<file path="config.mk">
export PLATFORM = sky130hd
export DESIGN_NAME = charger_limit_register_bank
export DESIGN_NICKNAME = d
export VERILOG_FILES = /design/src/core/charger_limit_pkg.sv /design/src/core/limit_bus_if.sv /design/src/core/limit_reg_file.sv /design/src/core/charger_limit_register_bank.sv
export VERILOG_INCLUDE_DIRS = /design/src /design/src/core
export SDC_FILE = /design/constraint.sdc
export NUM_CORES = 1
export LEC_CHECK = 0
export BUFFER_PORTS_ARGS = -buffer_cell sky130_fd_sc_hd__clkbuf_2
export CORE_UTILIZATION = 45
export DETAILED_ROUTE_END_ITERATION = 16
export PLACE_DENSITY = 0.7
export SYNTH_ARGS = -nofsm -noshare
export SYNTH_HDL_FRONTEND = slang
export SYNTH_SLANG_ARGS = --single-unit
</file>
<file path="constraint.sdc">
create_clock -name clk -period 5.7 [get_ports clk]
set_input_delay 1.71 -clock clk [delete_from_list [all_inputs] [get_ports clk]]
set_output_delay 1.71 -clock clk [all_outputs]
set_load 0.1 [all_outputs]
</file>
<file path="src/core/charger_limit_regs.svh">
// Offsets, field positions, reset values and clamp limits of the limit bank
`ifndef CHARGER_LIMIT_REGS_SVH
`define CHARGER_LIMIT_REGS_SVH

// ----------------------------------------------------------------------
// Word offsets (even byte = bits 7:0, odd byte = bits 15:8)
// ----------------------------------------------------------------------
`define OFS_CHARGE_VOLTAGE_TARGET       8'h00
`define OFS_CHARGE_CURRENT_LIMIT        8'h02
`define OFS_INPUT_CURRENT_LIMIT         8'h06
`define OFS_INPUT_VOLTAGE_LIMIT         8'h08
`define OFS_REVERSE_INPUT_CURRENT_LIMIT 8'h0A
`define OFS_REVERSE_INPUT_VOLTAGE_LIMIT 8'h0C

// ----------------------------------------------------------------------
// Field positions
// ----------------------------------------------------------------------
`define FB_MSB    4
`define FB_LSB    0
`define CUR_MSB   10
`define CUR_LSB   2
`define VOLT_MSB  13
`define VOLT_LSB  2

// ----------------------------------------------------------------------
// Reset words
// ----------------------------------------------------------------------
`define RST_CHARGE_VOLTAGE_TARGET       16'h0010
`define RST_CHARGE_CURRENT_LIMIT        16'h0640
`define RST_INPUT_CURRENT_LIMIT         16'h0640
`define RST_INPUT_VOLTAGE_LIMIT         16'h0348
`define RST_REVERSE_INPUT_CURRENT_LIMIT 16'h0640
`define RST_REVERSE_INPUT_VOLTAGE_LIMIT 16'h03E8

// ----------------------------------------------------------------------
// Clamp limits in field codes
// ----------------------------------------------------------------------
`define CUR_CODE_MIN   9'h008
`define CUR_CODE_MAX   9'h190
`define VIN_CODE_MIN   12'h0DC
`define VREV_CODE_MIN  12'h0A5
`define VOLT_CODE_MAX  12'hCB2

// ----------------------------------------------------------------------
// Serial interface
// ----------------------------------------------------------------------
`define BITS_PER_BYTE  4'h8
`define DEV_ADDR_RST   7'h2A

`endif

</file>
<file path="src/core/charger_limit_pkg.sv">
// Types shared by the limit bank modules
package charger_limit_pkg;

  typedef enum logic [2:0] {
    ST_IDLE    = 3'b000,
    ST_ADDR    = 3'b001,
    ST_ACK_ADR = 3'b010,
    ST_RX      = 3'b011,
    ST_ACK_RX  = 3'b100,
    ST_TX      = 3'b101,
    ST_ACK_TX  = 3'b110
  } serial_state_e;

  typedef struct packed {
    logic          scl_s1;
    logic          scl_s2;
    logic          scl_d;
    logic          sda_s1;
    logic          sda_s2;
    logic          sda_d;
    serial_state_e state;
    logic [3:0]    bit_cnt;
    logic [7:0]    shreg;
    logic [7:0]    ptr;
    logic          ptr_phase;
    logic          rd_mode;
    logic          host_ack;
    logic          sda_oe;
    logic          sda_out;
    logic          wr_en;
    logic [8:0]    eff_charge;
    logic [8:0]    eff_input;
  } serial_s;

  typedef struct packed {
    logic [4:0]  fb;
    logic [8:0]  chg;
    logic [8:0]  inc;
    logic [11:0] inv;
    logic [8:0]  rev_i;
    logic [11:0] rev_v;
    logic [7:0]  rd_data;
  } bank_s;

endpackage : charger_limit_pkg

</file>
<file path="src/core/limit_bus_if.sv">
// Byte access path and field taps between serial front end and bank
`timescale 1ns/10ps
interface limit_bus_if;
  logic        wr_en;
  logic [7:0]  addr;
  logic [7:0]  wdata;
  logic [7:0]  rdata;
  logic [4:0]  fb;
  logic [8:0]  chg;
  logic [8:0]  inc;
  logic [11:0] inv;
  logic [8:0]  rev_i;
  logic [11:0] rev_v;

  modport master (output wr_en, addr, wdata,
                  input  rdata, fb, chg, inc, inv, rev_i, rev_v);
  modport bank   (input  wr_en, addr, wdata,
                  output rdata, fb, chg, inc, inv, rev_i, rev_v);
endinterface : limit_bus_if

</file>
<file path="src/core/limit_reg_file.sv">
// Six limit registers with byte writes, clamping and registered read data
`timescale 1ns/10ps
`include "charger_limit_regs.svh"
module limit_reg_file (
  input  wire logic clk,
  input  wire logic rst,
  input  wire logic ce,
  input  wire logic reg_reset,
  input  wire logic wdog_expire,
  limit_bus_if.bank bus
);

  charger_limit_pkg::bank_s cur_ff;
  charger_limit_pkg::bank_s nxt_cur;

  function automatic logic [8:0] clamp_cur(input logic [8:0] v);
    if (v < `CUR_CODE_MIN) return `CUR_CODE_MIN;
    if (v > `CUR_CODE_MAX) return `CUR_CODE_MAX;
    return v;
  endfunction : clamp_cur

  function automatic logic [11:0] clamp_volt(input logic [11:0] v,
                                             input logic [11:0] lo);
    if (v < lo) return lo;
    if (v > `VOLT_CODE_MAX) return `VOLT_CODE_MAX;
    return v;
  endfunction : clamp_volt

  // Reserved bits are rebuilt as zero on every read
  function automatic logic [15:0] word_of(input charger_limit_pkg::bank_s b,
                                          input logic [7:0] ofs);
    logic [15:0] w;
    w = 16'h0000;
    unique case (ofs)
      `OFS_CHARGE_VOLTAGE_TARGET:       w[`FB_MSB:`FB_LSB] = b.fb;
      `OFS_CHARGE_CURRENT_LIMIT:        w[`CUR_MSB:`CUR_LSB] = b.chg;
      `OFS_INPUT_CURRENT_LIMIT:         w[`CUR_MSB:`CUR_LSB] = b.inc;
      `OFS_INPUT_VOLTAGE_LIMIT:         w[`VOLT_MSB:`VOLT_LSB] = b.inv;
      `OFS_REVERSE_INPUT_CURRENT_LIMIT: w[`CUR_MSB:`CUR_LSB] = b.rev_i;
      `OFS_REVERSE_INPUT_VOLTAGE_LIMIT: w[`VOLT_MSB:`VOLT_LSB] = b.rev_v;
      default:                          w = 16'h0000;
    endcase
    return w;
  endfunction : word_of

  localparam logic [15:0] RW_FB  = `RST_CHARGE_VOLTAGE_TARGET;
  localparam logic [15:0] RW_CHG = `RST_CHARGE_CURRENT_LIMIT;
  localparam logic [15:0] RW_INC = `RST_INPUT_CURRENT_LIMIT;
  localparam logic [15:0] RW_INV = `RST_INPUT_VOLTAGE_LIMIT;
  localparam logic [15:0] RW_RVI = `RST_REVERSE_INPUT_CURRENT_LIMIT;
  localparam logic [15:0] RW_RVV = `RST_REVERSE_INPUT_VOLTAGE_LIMIT;

  always_comb begin
    logic [7:0]  base;
    logic [15:0] w;
    base = {bus.addr[7:1], 1'b0};
    w = word_of(cur_ff, base);
    if (bus.addr[0]) begin
      w[15:8] = bus.wdata;
    end else begin
      w[7:0] = bus.wdata;
    end
    nxt_cur = cur_ff;
    if (bus.wr_en) begin
      unique case (base)
        `OFS_CHARGE_VOLTAGE_TARGET:       nxt_cur.fb = w[`FB_MSB:`FB_LSB];
        `OFS_CHARGE_CURRENT_LIMIT:
          nxt_cur.chg = clamp_cur(w[`CUR_MSB:`CUR_LSB]);
        `OFS_INPUT_CURRENT_LIMIT:
          nxt_cur.inc = clamp_cur(w[`CUR_MSB:`CUR_LSB]);
        `OFS_INPUT_VOLTAGE_LIMIT:
          nxt_cur.inv = clamp_volt(w[`VOLT_MSB:`VOLT_LSB], `VIN_CODE_MIN);
        `OFS_REVERSE_INPUT_CURRENT_LIMIT:
          nxt_cur.rev_i = clamp_cur(w[`CUR_MSB:`CUR_LSB]);
        `OFS_REVERSE_INPUT_VOLTAGE_LIMIT:
          nxt_cur.rev_v = clamp_volt(w[`VOLT_MSB:`VOLT_LSB], `VREV_CODE_MIN);
        default: nxt_cur.rd_data = cur_ff.rd_data;
      endcase
    end
    if (wdog_expire) begin
      nxt_cur.chg = RW_CHG[`CUR_MSB:`CUR_LSB];
    end
    if (reg_reset) begin
      nxt_cur.fb    = RW_FB[`FB_MSB:`FB_LSB];
      nxt_cur.chg   = RW_CHG[`CUR_MSB:`CUR_LSB];
      nxt_cur.inc   = RW_INC[`CUR_MSB:`CUR_LSB];
      nxt_cur.inv   = RW_INV[`VOLT_MSB:`VOLT_LSB];
      nxt_cur.rev_i = RW_RVI[`CUR_MSB:`CUR_LSB];
      nxt_cur.rev_v = RW_RVV[`VOLT_MSB:`VOLT_LSB];
    end
    w = word_of(cur_ff, base);
    nxt_cur.rd_data = bus.addr[0] ? w[15:8] : w[7:0];
  end

  always_ff @(posedge clk or posedge rst) begin
    if (rst) begin
      cur_ff <= '{fb: RW_FB[`FB_MSB:`FB_LSB],
                  chg: RW_CHG[`CUR_MSB:`CUR_LSB],
                  inc: RW_INC[`CUR_MSB:`CUR_LSB],
                  inv: RW_INV[`VOLT_MSB:`VOLT_LSB],
                  rev_i: RW_RVI[`CUR_MSB:`CUR_LSB],
                  rev_v: RW_RVV[`VOLT_MSB:`VOLT_LSB],
                  rd_data: 8'h00};
    end else if (ce) begin
      cur_ff <= nxt_cur;
    end
  end

  assign bus.rdata = cur_ff.rd_data;
  assign bus.fb    = cur_ff.fb;
  assign bus.chg   = cur_ff.chg;
  assign bus.inc   = cur_ff.inc;
  assign bus.inv   = cur_ff.inv;
  assign bus.rev_i = cur_ff.rev_i;
  assign bus.rev_v = cur_ff.rev_v;

endmodule : limit_reg_file

</file>
<file path="src/core/charger_limit_register_bank.sv">
// Limit register bank of the charge controller behind its serial port
//
// How it works
// - Each 16-bit register spans two bytes: even address low, odd high.
// - Feedback target in bits 4:0, resets to 10h, 2 mV steps from 1504.
// - Charge current in bits 10:2, resets 190h; watchdog also restores it.
// - Charge current limit is the lower of field and pin setting.
// - Current fields clamp writes to codes 8h through 190h.
// - Input current in bits 10:2; effective limit is lower of field, pin.
// - Input voltage in bits 13:2, 20 mV steps, clamped to DCh..CB2h.
// - Input voltage register resets to word 0348h, code D2h.
// - Reverse current in bits 10:2, resets 190h, 50 mA steps.
// - Reverse voltage in bits 13:2, resets FAh, clamped to A5h..CB2h.
`timescale 1ns/10ps
`include "charger_limit_regs.svh"
module charger_limit_register_bank #(
  parameter logic [6:0] DEV_ADDR = `DEV_ADDR_RST
) (
  input  wire logic        clk,
  input  wire logic        rst,
  input  wire logic        ce,
  input  wire logic        scl_in,
  input  wire logic        sda_in,
  output logic             sda_out,
  output logic             sda_oe,
  input  wire logic        reg_reset,
  input  wire logic        wdog_expire,
  input  wire logic [8:0]  charge_current_pin,
  input  wire logic [8:0]  input_limit_pin,
  output logic [4:0]       fb_voltage_target,
  output logic [8:0]       charge_current_field,
  output logic [8:0]       input_current_field,
  output logic [11:0]      input_voltage_field,
  output logic [8:0]       reverse_current_field,
  output logic [11:0]      reverse_voltage_field,
  output logic [8:0]       charge_current_limit_eff,
  output logic [8:0]       input_current_limit_eff
);

  // --------------------------------------------------------------------
  // State
  // --------------------------------------------------------------------
  charger_limit_pkg::serial_s cur_ff;
  charger_limit_pkg::serial_s nxt_cur;

  limit_bus_if bus ();

  logic scl_rise;
  logic scl_fall;
  logic start_seen;
  logic stop_seen;

  // Edges come only from the second synchroniser stage and its delay
  assign scl_rise   = cur_ff.scl_s2 & ~cur_ff.scl_d;
  assign scl_fall   = ~cur_ff.scl_s2 & cur_ff.scl_d;
  assign start_seen = cur_ff.scl_s2 & cur_ff.scl_d &
                      cur_ff.sda_d & ~cur_ff.sda_s2;
  assign stop_seen  = cur_ff.scl_s2 & cur_ff.scl_d &
                      ~cur_ff.sda_d & cur_ff.sda_s2;

  // --------------------------------------------------------------------
  // Register storage
  // --------------------------------------------------------------------
  limit_reg_file u_file (
    .clk         (clk),
    .rst         (rst),
    .ce          (ce),
    .reg_reset   (reg_reset),
    .wdog_expire (wdog_expire),
    .bus         (bus)
  );

  assign bus.wr_en = cur_ff.wr_en;
  assign bus.addr  = cur_ff.ptr;
  assign bus.wdata = cur_ff.shreg;

  // --------------------------------------------------------------------
  // Serial slave and effective limits
  // --------------------------------------------------------------------
  always_comb begin
    nxt_cur = cur_ff;
    nxt_cur.scl_s1 = scl_in;
    nxt_cur.scl_s2 = cur_ff.scl_s1;
    nxt_cur.scl_d  = cur_ff.scl_s2;
    nxt_cur.sda_s1 = sda_in;
    nxt_cur.sda_s2 = cur_ff.sda_s1;
    nxt_cur.sda_d  = cur_ff.sda_s2;
    nxt_cur.wr_en  = 1'b0;
    nxt_cur.sda_out = 1'b0;

    // Pin codes come from the pin decoder on this clock
    nxt_cur.eff_charge = (bus.chg < charge_current_pin) ?
                         bus.chg : charge_current_pin;
    nxt_cur.eff_input  = (bus.inc < input_limit_pin) ?
                         bus.inc : input_limit_pin;

    if (start_seen) begin
      // Repeated start keeps the pointer so a read can follow a write
      nxt_cur.state     = charger_limit_pkg::ST_ADDR;
      nxt_cur.bit_cnt   = 4'h0;
      nxt_cur.sda_oe    = 1'b0;
      nxt_cur.ptr_phase = 1'b1;
    end else if (stop_seen) begin
      nxt_cur.state  = charger_limit_pkg::ST_IDLE;
      nxt_cur.sda_oe = 1'b0;
    end else begin
      unique case (cur_ff.state)
        charger_limit_pkg::ST_IDLE: begin
          nxt_cur.sda_oe = 1'b0;
        end

        charger_limit_pkg::ST_ADDR: begin
          if (scl_rise) begin
            nxt_cur.shreg   = {cur_ff.shreg[6:0], cur_ff.sda_s2};
            nxt_cur.bit_cnt = cur_ff.bit_cnt + 4'h1;
          end else if (scl_fall && cur_ff.bit_cnt == `BITS_PER_BYTE) begin
            if (cur_ff.shreg[7:1] == DEV_ADDR) begin
              nxt_cur.state   = charger_limit_pkg::ST_ACK_ADR;
              nxt_cur.rd_mode = cur_ff.shreg[0];
              nxt_cur.sda_oe  = 1'b1;
            end else begin
              // Another target is addressed; wait for the next start
              nxt_cur.state = charger_limit_pkg::ST_IDLE;
            end
          end
        end

        charger_limit_pkg::ST_ACK_ADR: begin
          if (scl_fall) begin
            nxt_cur.bit_cnt = 4'h0;
            if (cur_ff.rd_mode) begin
              nxt_cur.state  = charger_limit_pkg::ST_TX;
              nxt_cur.shreg  = bus.rdata;
              nxt_cur.sda_oe = ~bus.rdata[7];
            end else begin
              nxt_cur.state  = charger_limit_pkg::ST_RX;
              nxt_cur.sda_oe = 1'b0;
            end
          end
        end

        charger_limit_pkg::ST_RX: begin
          if (scl_rise) begin
            nxt_cur.shreg   = {cur_ff.shreg[6:0], cur_ff.sda_s2};
            nxt_cur.bit_cnt = cur_ff.bit_cnt + 4'h1;
          end else if (scl_fall && cur_ff.bit_cnt == `BITS_PER_BYTE) begin
            nxt_cur.state  = charger_limit_pkg::ST_ACK_RX;
            nxt_cur.sda_oe = 1'b1;
            if (cur_ff.ptr_phase) begin
              nxt_cur.ptr = cur_ff.shreg;
            end else begin
              nxt_cur.wr_en = 1'b1;
            end
          end
        end

        charger_limit_pkg::ST_ACK_RX: begin
          if (scl_fall) begin
            // Advance only after the write pulse used the old pointer
            if (!cur_ff.ptr_phase) begin
              nxt_cur.ptr = cur_ff.ptr + 8'h01;
            end
            nxt_cur.ptr_phase = 1'b0;
            nxt_cur.state     = charger_limit_pkg::ST_RX;
            nxt_cur.bit_cnt   = 4'h0;
            nxt_cur.sda_oe    = 1'b0;
          end
        end

        charger_limit_pkg::ST_TX: begin
          if (scl_fall) begin
            nxt_cur.bit_cnt = cur_ff.bit_cnt + 4'h1;
            if (cur_ff.bit_cnt == `BITS_PER_BYTE - 4'h1) begin
              nxt_cur.state  = charger_limit_pkg::ST_ACK_TX;
              nxt_cur.sda_oe = 1'b0;
              nxt_cur.ptr    = cur_ff.ptr + 8'h01;
            end else begin
              nxt_cur.shreg  = {cur_ff.shreg[6:0], 1'b0};
              nxt_cur.sda_oe = ~cur_ff.shreg[6];
            end
          end
        end

        charger_limit_pkg::ST_ACK_TX: begin
          if (scl_rise) begin
            nxt_cur.host_ack = ~cur_ff.sda_s2;
          end else if (scl_fall) begin
            nxt_cur.bit_cnt = 4'h0;
            if (cur_ff.host_ack) begin
              // Read data follows the pointer advanced a byte earlier
              nxt_cur.state  = charger_limit_pkg::ST_TX;
              nxt_cur.shreg  = bus.rdata;
              nxt_cur.sda_oe = ~bus.rdata[7];
            end else begin
              nxt_cur.state = charger_limit_pkg::ST_IDLE;
            end
          end
        end

        default: begin
          nxt_cur.state  = charger_limit_pkg::ST_IDLE;
          nxt_cur.sda_oe = 1'b0;
        end
      endcase
    end
  end

  always_ff @(posedge clk or posedge rst) begin
    if (rst) begin
      cur_ff <= '{scl_s1: 1'b1, scl_s2: 1'b1, scl_d: 1'b1,
                  sda_s1: 1'b1, sda_s2: 1'b1, sda_d: 1'b1,
                  state: charger_limit_pkg::ST_IDLE,
                  bit_cnt: 4'h0, shreg: 8'h00, ptr: 8'h00,
                  ptr_phase: 1'b0, rd_mode: 1'b0, host_ack: 1'b0,
                  sda_oe: 1'b0, sda_out: 1'b0, wr_en: 1'b0,
                  eff_charge: `CUR_CODE_MAX, eff_input: `CUR_CODE_MAX};
    end else if (ce) begin
      cur_ff <= nxt_cur;
    end
  end

  // --------------------------------------------------------------------
  // Outputs
  // --------------------------------------------------------------------
  assign sda_out                  = cur_ff.sda_out;
  assign sda_oe                   = cur_ff.sda_oe;
  assign fb_voltage_target        = bus.fb;
  assign charge_current_field     = bus.chg;
  assign input_current_field      = bus.inc;
  assign input_voltage_field      = bus.inv;
  assign reverse_current_field    = bus.rev_i;
  assign reverse_voltage_field    = bus.rev_v;
  assign charge_current_limit_eff = cur_ff.eff_charge;
  assign input_current_limit_eff  = cur_ff.eff_input;

endmodule : charger_limit_register_bank

</file>
* After elaboration in Yosys (flattened, before gate mapping) *
Cells that the tools add are included.
W data, S select, Z words.

word-level totals
  logic and storage cells = 252
  input port bits = 25
  register bits = 116
  output and inout bits = 76

operators by class
  equality and inequality tests = 48
  add/subtract/negate cells = 2
  reduce and logical (&&, ||, !) cells = 31
  multiplexer cells = 124
  bitwise operators = 16
  order comparisons = 7

operator list
  cell                   count
  $mux W9                15
  $mux W12               11
  $mux W8                10
  $mux W64               1
  $mux W1                59
  $mux W56               1
  $ne A4 B4 Y1 const B   12
  $mux W23               2
  $mux W15               3
  $reduce_and A12 Y1     3
  $pmux W8 S4            1
  $pmux W6 S5            1
  $ne A2 B2 Y1 const B   14
  $lt A12 B8 Y1 const B  2
  $mux W3                8
  $pmux W8 S3            1
  $eq A7 B3 Y1 const B   3
  $pmux W3 S7            1
  $pmux W4 S5            1
  $lt A9 B9 Y1           2
  $ne A3 B3 Y1 const B   6
  $pmux W3 S6            1
  $reduce_and A3 Y1      6
  $reduce_bool A2 Y1     8
  other kinds (35)       56

* Longest topological paths before layout *
  word-level depth = 16
  depth in mapped cells = 10
  depth with buffers taken out = 8

* Cells and area by module *
From an unflattened synthesis, not the netlist that was laid out.

unflattened totals
  cell total of the unflattened synthesis = 859
  area total of the unflattened synthesis = 7,822.5 sq um

modules (own cells, without submodules)
  module                       sequential area each (sq um)  instances  cells an instance  area an instance (sq um)
  limit_reg_file               1,626.6                       1          419                3,990.1
  charger_limit_register_bank  1,316.3                       1          440                3,832.4

* Worst setup path after synthesis *
Ideal clock, no wire load.

  kind = input to register
  start = input charge_current_pin[1]
  end = register cur_ff (netlist bit charge_current_limit_eff[1])
  arrival = 3.598 ns
  path buffers = 0
  required time = 5.551 ns
  stages = 8
  setup time = 0.149 ns
  path slack = 1.953 ns
  cell sequence = inv_1 ha_1 a21o_1 a21o_1 a21o_1 a211oi_1 o21a_1 o311ai_0

between the ends
  longest elaborated chain between the ends = 2

ends and longest elaborated chain
  item                  line                                RTL
  start, declared       charger_limit_register_bank.sv:28   input wire logic [8:0] charge_current_pin,
  $lt A9 B9 Y1          charger_limit_register_bank.sv:92   nxt_cur.eff_charge = (bus.chg < charge_current_pin) ?
  $mux W9 *             charger_limit_register_bank.sv:92
  end signal, assigned  charger_limit_register_bank.sv:210  cur_ff <= '{scl_s1: 1'b1, scl_s2: 1'b1, scl_d: 1'b1,
  end signal, assigned  charger_limit_register_bank.sv:218  cur_ff <= nxt_cur;
  end, declared         charger_limit_register_bank.sv:43   charger_limit_pkg::serial_s cur_ff;

Every way passes the cells marked *; elsewhere a longest branch is shown, timed or not.
A chain may end at the register's enable or synchronous reset.

* Final worst setup path *
  start = register cur_ff (netlist bit bus.addr[4])
  end = register u_file.cur_ff (netlist bit u_file.bus.inc[2])

between the ends
  longest elaborated chain between the ends = 13
  elaborated cells between the ends (all ways) = 27
  classes of those cells = order compare (2); eq/ne (5); mux (17); reduce/logical (3)

ends and longest elaborated chain
  item                                               line                   RTL
  $eq A7 B3 Y1, or another cell as far along         limit_reg_file.sv:34   unique case (ofs)
  $pmux W3 S6 / $pmux W6 S5 (equally long branches)  limit_reg_file.sv:34
  $mux W8 / $mux W6 (equally long branches)          limit_reg_file.sv:58   if (bus.addr[0]) begin
  $gt A9 B9 Y1 (no line)                             -
  $mux W1 (2 in series)                              limit_reg_file.sv:18   if (v > `CUR_CODE_MAX) return `CUR_CODE_MAX;
  $mux W1                                            limit_reg_file.sv:65   unique case (base)
  $mux W1                                            limit_reg_file.sv:64   if (bus.wr_en) begin
  $mux W9                                            limit_reg_file.sv:19   return v;
  $mux W9                                            limit_reg_file.sv:18
  $mux W9                                            limit_reg_file.sv:65
  $mux W64                                           limit_reg_file.sv:64
  $mux W56                                           limit_reg_file.sv:83   if (reg_reset) begin
  end signal, assigned                               limit_reg_file.sv:97   cur_ff <= '{fb: RW_FB[`FB_MSB:`FB_LSB],
  end signal, assigned                               limit_reg_file.sv:105  cur_ff <= nxt_cur;
  end, declared                                      limit_reg_file.sv:13   charger_limit_pkg::bank_s cur_ff;

Several ways; a longest one is shown, not always the timed one. The select of a mux whose other input is x is not followed.

==> flow_summary_export.csv <==
group,metric,value,unit
finish,final_common_cell,"nand2_1",
clock_network,numClockSinks,116,
finish,layout-drive-gt1-share,0.226,
hold_path,hold_class,"reg -> reg",
detailed_routing,drt-wirelength-per-cell,19.5,um
detailed_routing,ant_nets,0,
floorplanning,die_area,17000,um2
finish,finalNetCount,950,
setup_path,critPathCaptureType,"flop",
finish,final_cell_mix,"nand2_1, clkbuf_2, dfrtp_1",
synth,syn-instance-count,842,
setup_path,cp.required,5.97,ns
clock_network,htree_levels,4,
sta,rsz0062_at_grt,"no",
global_routing,overflow,0,
hold_path,min_delay_path_depth,2,
setup_path,cp-start-kind,"flop",
power_and_ir_drop,leakage,0.00372,uW
setup_path,arrival,3.79,ns
sta,fin_crit,3.52,ns
finish,fill_cells,1518,
sta,finalSetupViolCount,0,
synth,synth_edf_count,0,
sta,slew-limit-headroom,0.317,
detailed_routing,num_vias,7016,
setup_path,path_depth,7,
detailed_routing,drtPass1Iterations,5,
setup_path,critPathMaxStageDelay,0.85,ns
floorplanning,core.rowCount,46,
place,gp_congestion,0.963,
clock_network,cts_buffer_depth,2,
synth,yosys_warnings,0,
detailed_routing,wirelength,22200,um
clock_network,clk_pin_slew,0.06,ns
power_and_ir_drop,powerDensity,416,nW/um2
floorplanning,start_util,0.464,
clock_network,cts_tree,"built",
place,port_buffers,99,
global_routing,grt_antenna_before_repair,0,
synth,synth_nets,886,
sta,tightest_slew,1.02,ns
global_routing,grt_pass1_wl,34400,um
synth,synth.avg_cell_area,8.82,um2
detailed_routing,viasPerCell,6.18,
floorplanning,ios,101,
floorplanning,dieHeight,130,um
place,dpl.hpwl,15900,um
setup_path,critPathBufInv,0,
power_and_ir_drop,p_total,3560,uW
global_routing,track_usage,0.268,
clock_network,clk_latency,0.43,ns
sta,finClkSkew,0.00922,ns
global_routing,grt_max_degree,84,
detailed_routing,drc_errors,0,
finish,area_growth,15.4,%
status,run_status,"finished clean",
power_and_ir_drop,ir_worst_vdd,243,uV
setup_path,critPathTopFamily,"compound AO/OA/AOI/OAI gates",
clock_network,root_buffer,"clkbuf_16",
setup_path,crit_type,"reg -> reg",
synth,synth_seq_cells,116,
global_routing,grt_pass1_vias,6445,
floorplanning,die-width,130,um
synth,seq_area_frac_synth,0.396,
detailed_routing,drtIter0Drc,749,
synth,synthesis.area,7430,um2
finish,final-seq-area,2940,um2
job,drv_cap,0,
clock_network,post_cts_buffers,0,
synth,async_flop_share,1.00,
clock_network,holdBufCountCts,0,
sta,tns,0,ns
sta,fmax,0.284,GHz
synth,ys.flop_type,"dfrtp_1",
sta,fin_crit_sh,0.618,
setup_path,cp_cell_sequence,"or3b_1, o2bb2ai_1, a211oi_2, nand2_1, or4_1, o211ai_1, o31ai_1",
synth,yosysUniqueCellTypes,83,
floorplanning,coreArea,16000,um2
sta,drv_slew,0,
clock_network,cts-resized-gates,0,
finish,multi_input_area,4000,um2
clock_network,cts_made_buffers,17,
sta,finalHoldViolations,0,
setup_path,cp_max_fo,21,
finish,diodes,0,
setup_path,critPathSlowestCell,"dfrtp_1",
setup_path,reg2regPathDepth,7,
==> final timing paths <==
check	start	endpoint	slack, ns
setup reg to reg	bus.addr[4]	u_file.bus.inc[2]	2.18
max in group asynchronous	rst	u_file.bus.inv[7]	3.15
setup / recovery	bus.addr[4]	u_file.bus.inc[2]	2.18
min in group asynchronous	rst	charge_current_limit_eff[0]	1.51
hold reg to reg	u_file.bus.rev_i[8]	u_file.bus.rev_i[8]	0.50
hold / removal	u_file.bus.rev_i[8]	u_file.bus.rev_i[8]	0.50
==> state kept, by name (all words and copies together), names as in the netlist <==
signal                    flops
bus.wdata                     8
charge_current_limit_eff      9
input_current_limit_eff       9
u_file.bus.inv               12
u_file.bus.inc                9
bus.addr                      8
u_file.bus.rdata              8
cur_ff                       16
u_file.bus.fb                 5
sda_oe                        1
u_file.bus.chg                9
u_file.bus.rev_i              9
bus.wr_en                     1
u_file.bus.rev_v             12
==> through the flow <==
| stage | instances | util | cell area, um2 | hold WS (ns) | worst slack, ns |
|---|---|---|---|---|---|
| 2_1_floorplan | 842 | - | 7430 | 0.453 | 0.971 |
| 3_3_place_gp | 1103 | 0.497 | 7960 | 0.485 | 1.96 |
| 3_5_place_dp | 1103 | 0.497 | 7960 | 0.484 | 1.94 |
| 4_1_cts | 1135 | 0.536 | 8570 | 0.498 | 2.34 |
| 5_1_grt | 1135 | 0.536 | 8570 | 0.524 | 2.08 |
| 6_report | 1135 | 0.536 | 8570 | 0.503 | 2.18 |
==> synth_stat cells, types with 4 or more instances <==
| cell type | number | share of area |
|---|---|---|
| mux2_2 | 11 | 0.017 |
| ha_1 | 19 | 0.032 |
| o311ai_0 | 17 | 0.020 |
| o41ai_1 | 7 | 0.0083 |
| buf_2 | 5 | 0.0034 |
| nor2b_1 | 10 | 0.0084 |
| a31oi_1 | 10 | 0.0084 |
| dfrtp_1 | 84 | 0.28 |
| mux2i_1 | 20 | 0.027 |
| clkbuf_1 | 39 | 0.020 |
| o21ai_1 | 16 | 0.011 |
| and2_1 | 6 | 0.0051 |
| nand3_1 | 21 | 0.014 |
| o22ai_1 | 5 | 0.0042 |
| a21o_1 | 14 | 0.014 |
| a32oi_1 | 5 | 0.0059 |
| buf_4 | 21 | 0.021 |
| dfstp_2 | 32 | 0.11 |
| nand4b_1 | 4 | 0.0047 |
| a22oi_1 | 4 | 0.0040 |
| o21ai_0 | 40 | 0.027 |
| nand2b_1 | 12 | 0.010 |
| nand2_1 | 123 | 0.062 |
| nand4bb_1 | 4 | 0.0061 |
| o31ai_1 | 16 | 0.016 |
| inv_1 | 31 | 0.016 |
| o211ai_1 | 7 | 0.0071 |
| and3_1 | 6 | 0.0051 |
| a211oi_1 | 11 | 0.011 |
| nor2_1 | 59 | 0.030 |
| a2bb2oi_1 | 4 | 0.0047 |
| a22o_1 | 7 | 0.0083 |
| o21a_1 | 6 | 0.0061 |
| a21oi_1 | 47 | 0.032 |
| nor3_1 | 13 | 0.0088 |
| o2111ai_1 | 19 | 0.022 |
| or3_1 | 7 | 0.0059 |
==> kinds of logic (layout without fill, tap and decap cells) <==
logic type,after synthesis,after routing,synth area share
AND/OR/NAND/NOR,294,294,0.194
adder cells (fa/ha/maj),19,19,0.0320
buffers and inverters,104,181,0.0652
other,1,1,0.000505
AO/OA/AOI/OAI,275,275,0.266
XOR/XNOR,1,1,0.00118
multiplexers,32,32,0.0456
flip-flops,116,116,0.396
==> worst min-delay path: stages, from the launching register on <==
cell	delay [ns]
dfstp_2	0.37
nand2_1	0.05
o21ai_0	0.07
==> metal layers <==
layer  global-route usage  wire (um)
met1                0.357       9630
met2                0.415      10000
met3               0.0521       1690
met4                0.137        835
met5                    0          0
==> final cells by class <==
| cell class | instances | share of cell area |
|---|---|---|
| repair buffers | 115 | 0.0718 |
| clock buffers | 20 | 0.0533 |
| multi-input cells | 622 | 0.467 |
| inverters | 34 | 0.0152 |
| flip-flops and latches | 116 | 0.343 |
| clock inverters | 12 | 0.0180 |
| well taps | 216 | 0.0315 |
==> power by group <==
group / switching, uW / total, uW / internal (uW)
logic: 1020 / 1300 / 279
registers: 166 / 1160 / 989
clock network: 399 / 1110 / 709
total: 1580 / 3560 / 1980
Power figures use the tool's default switching activity.
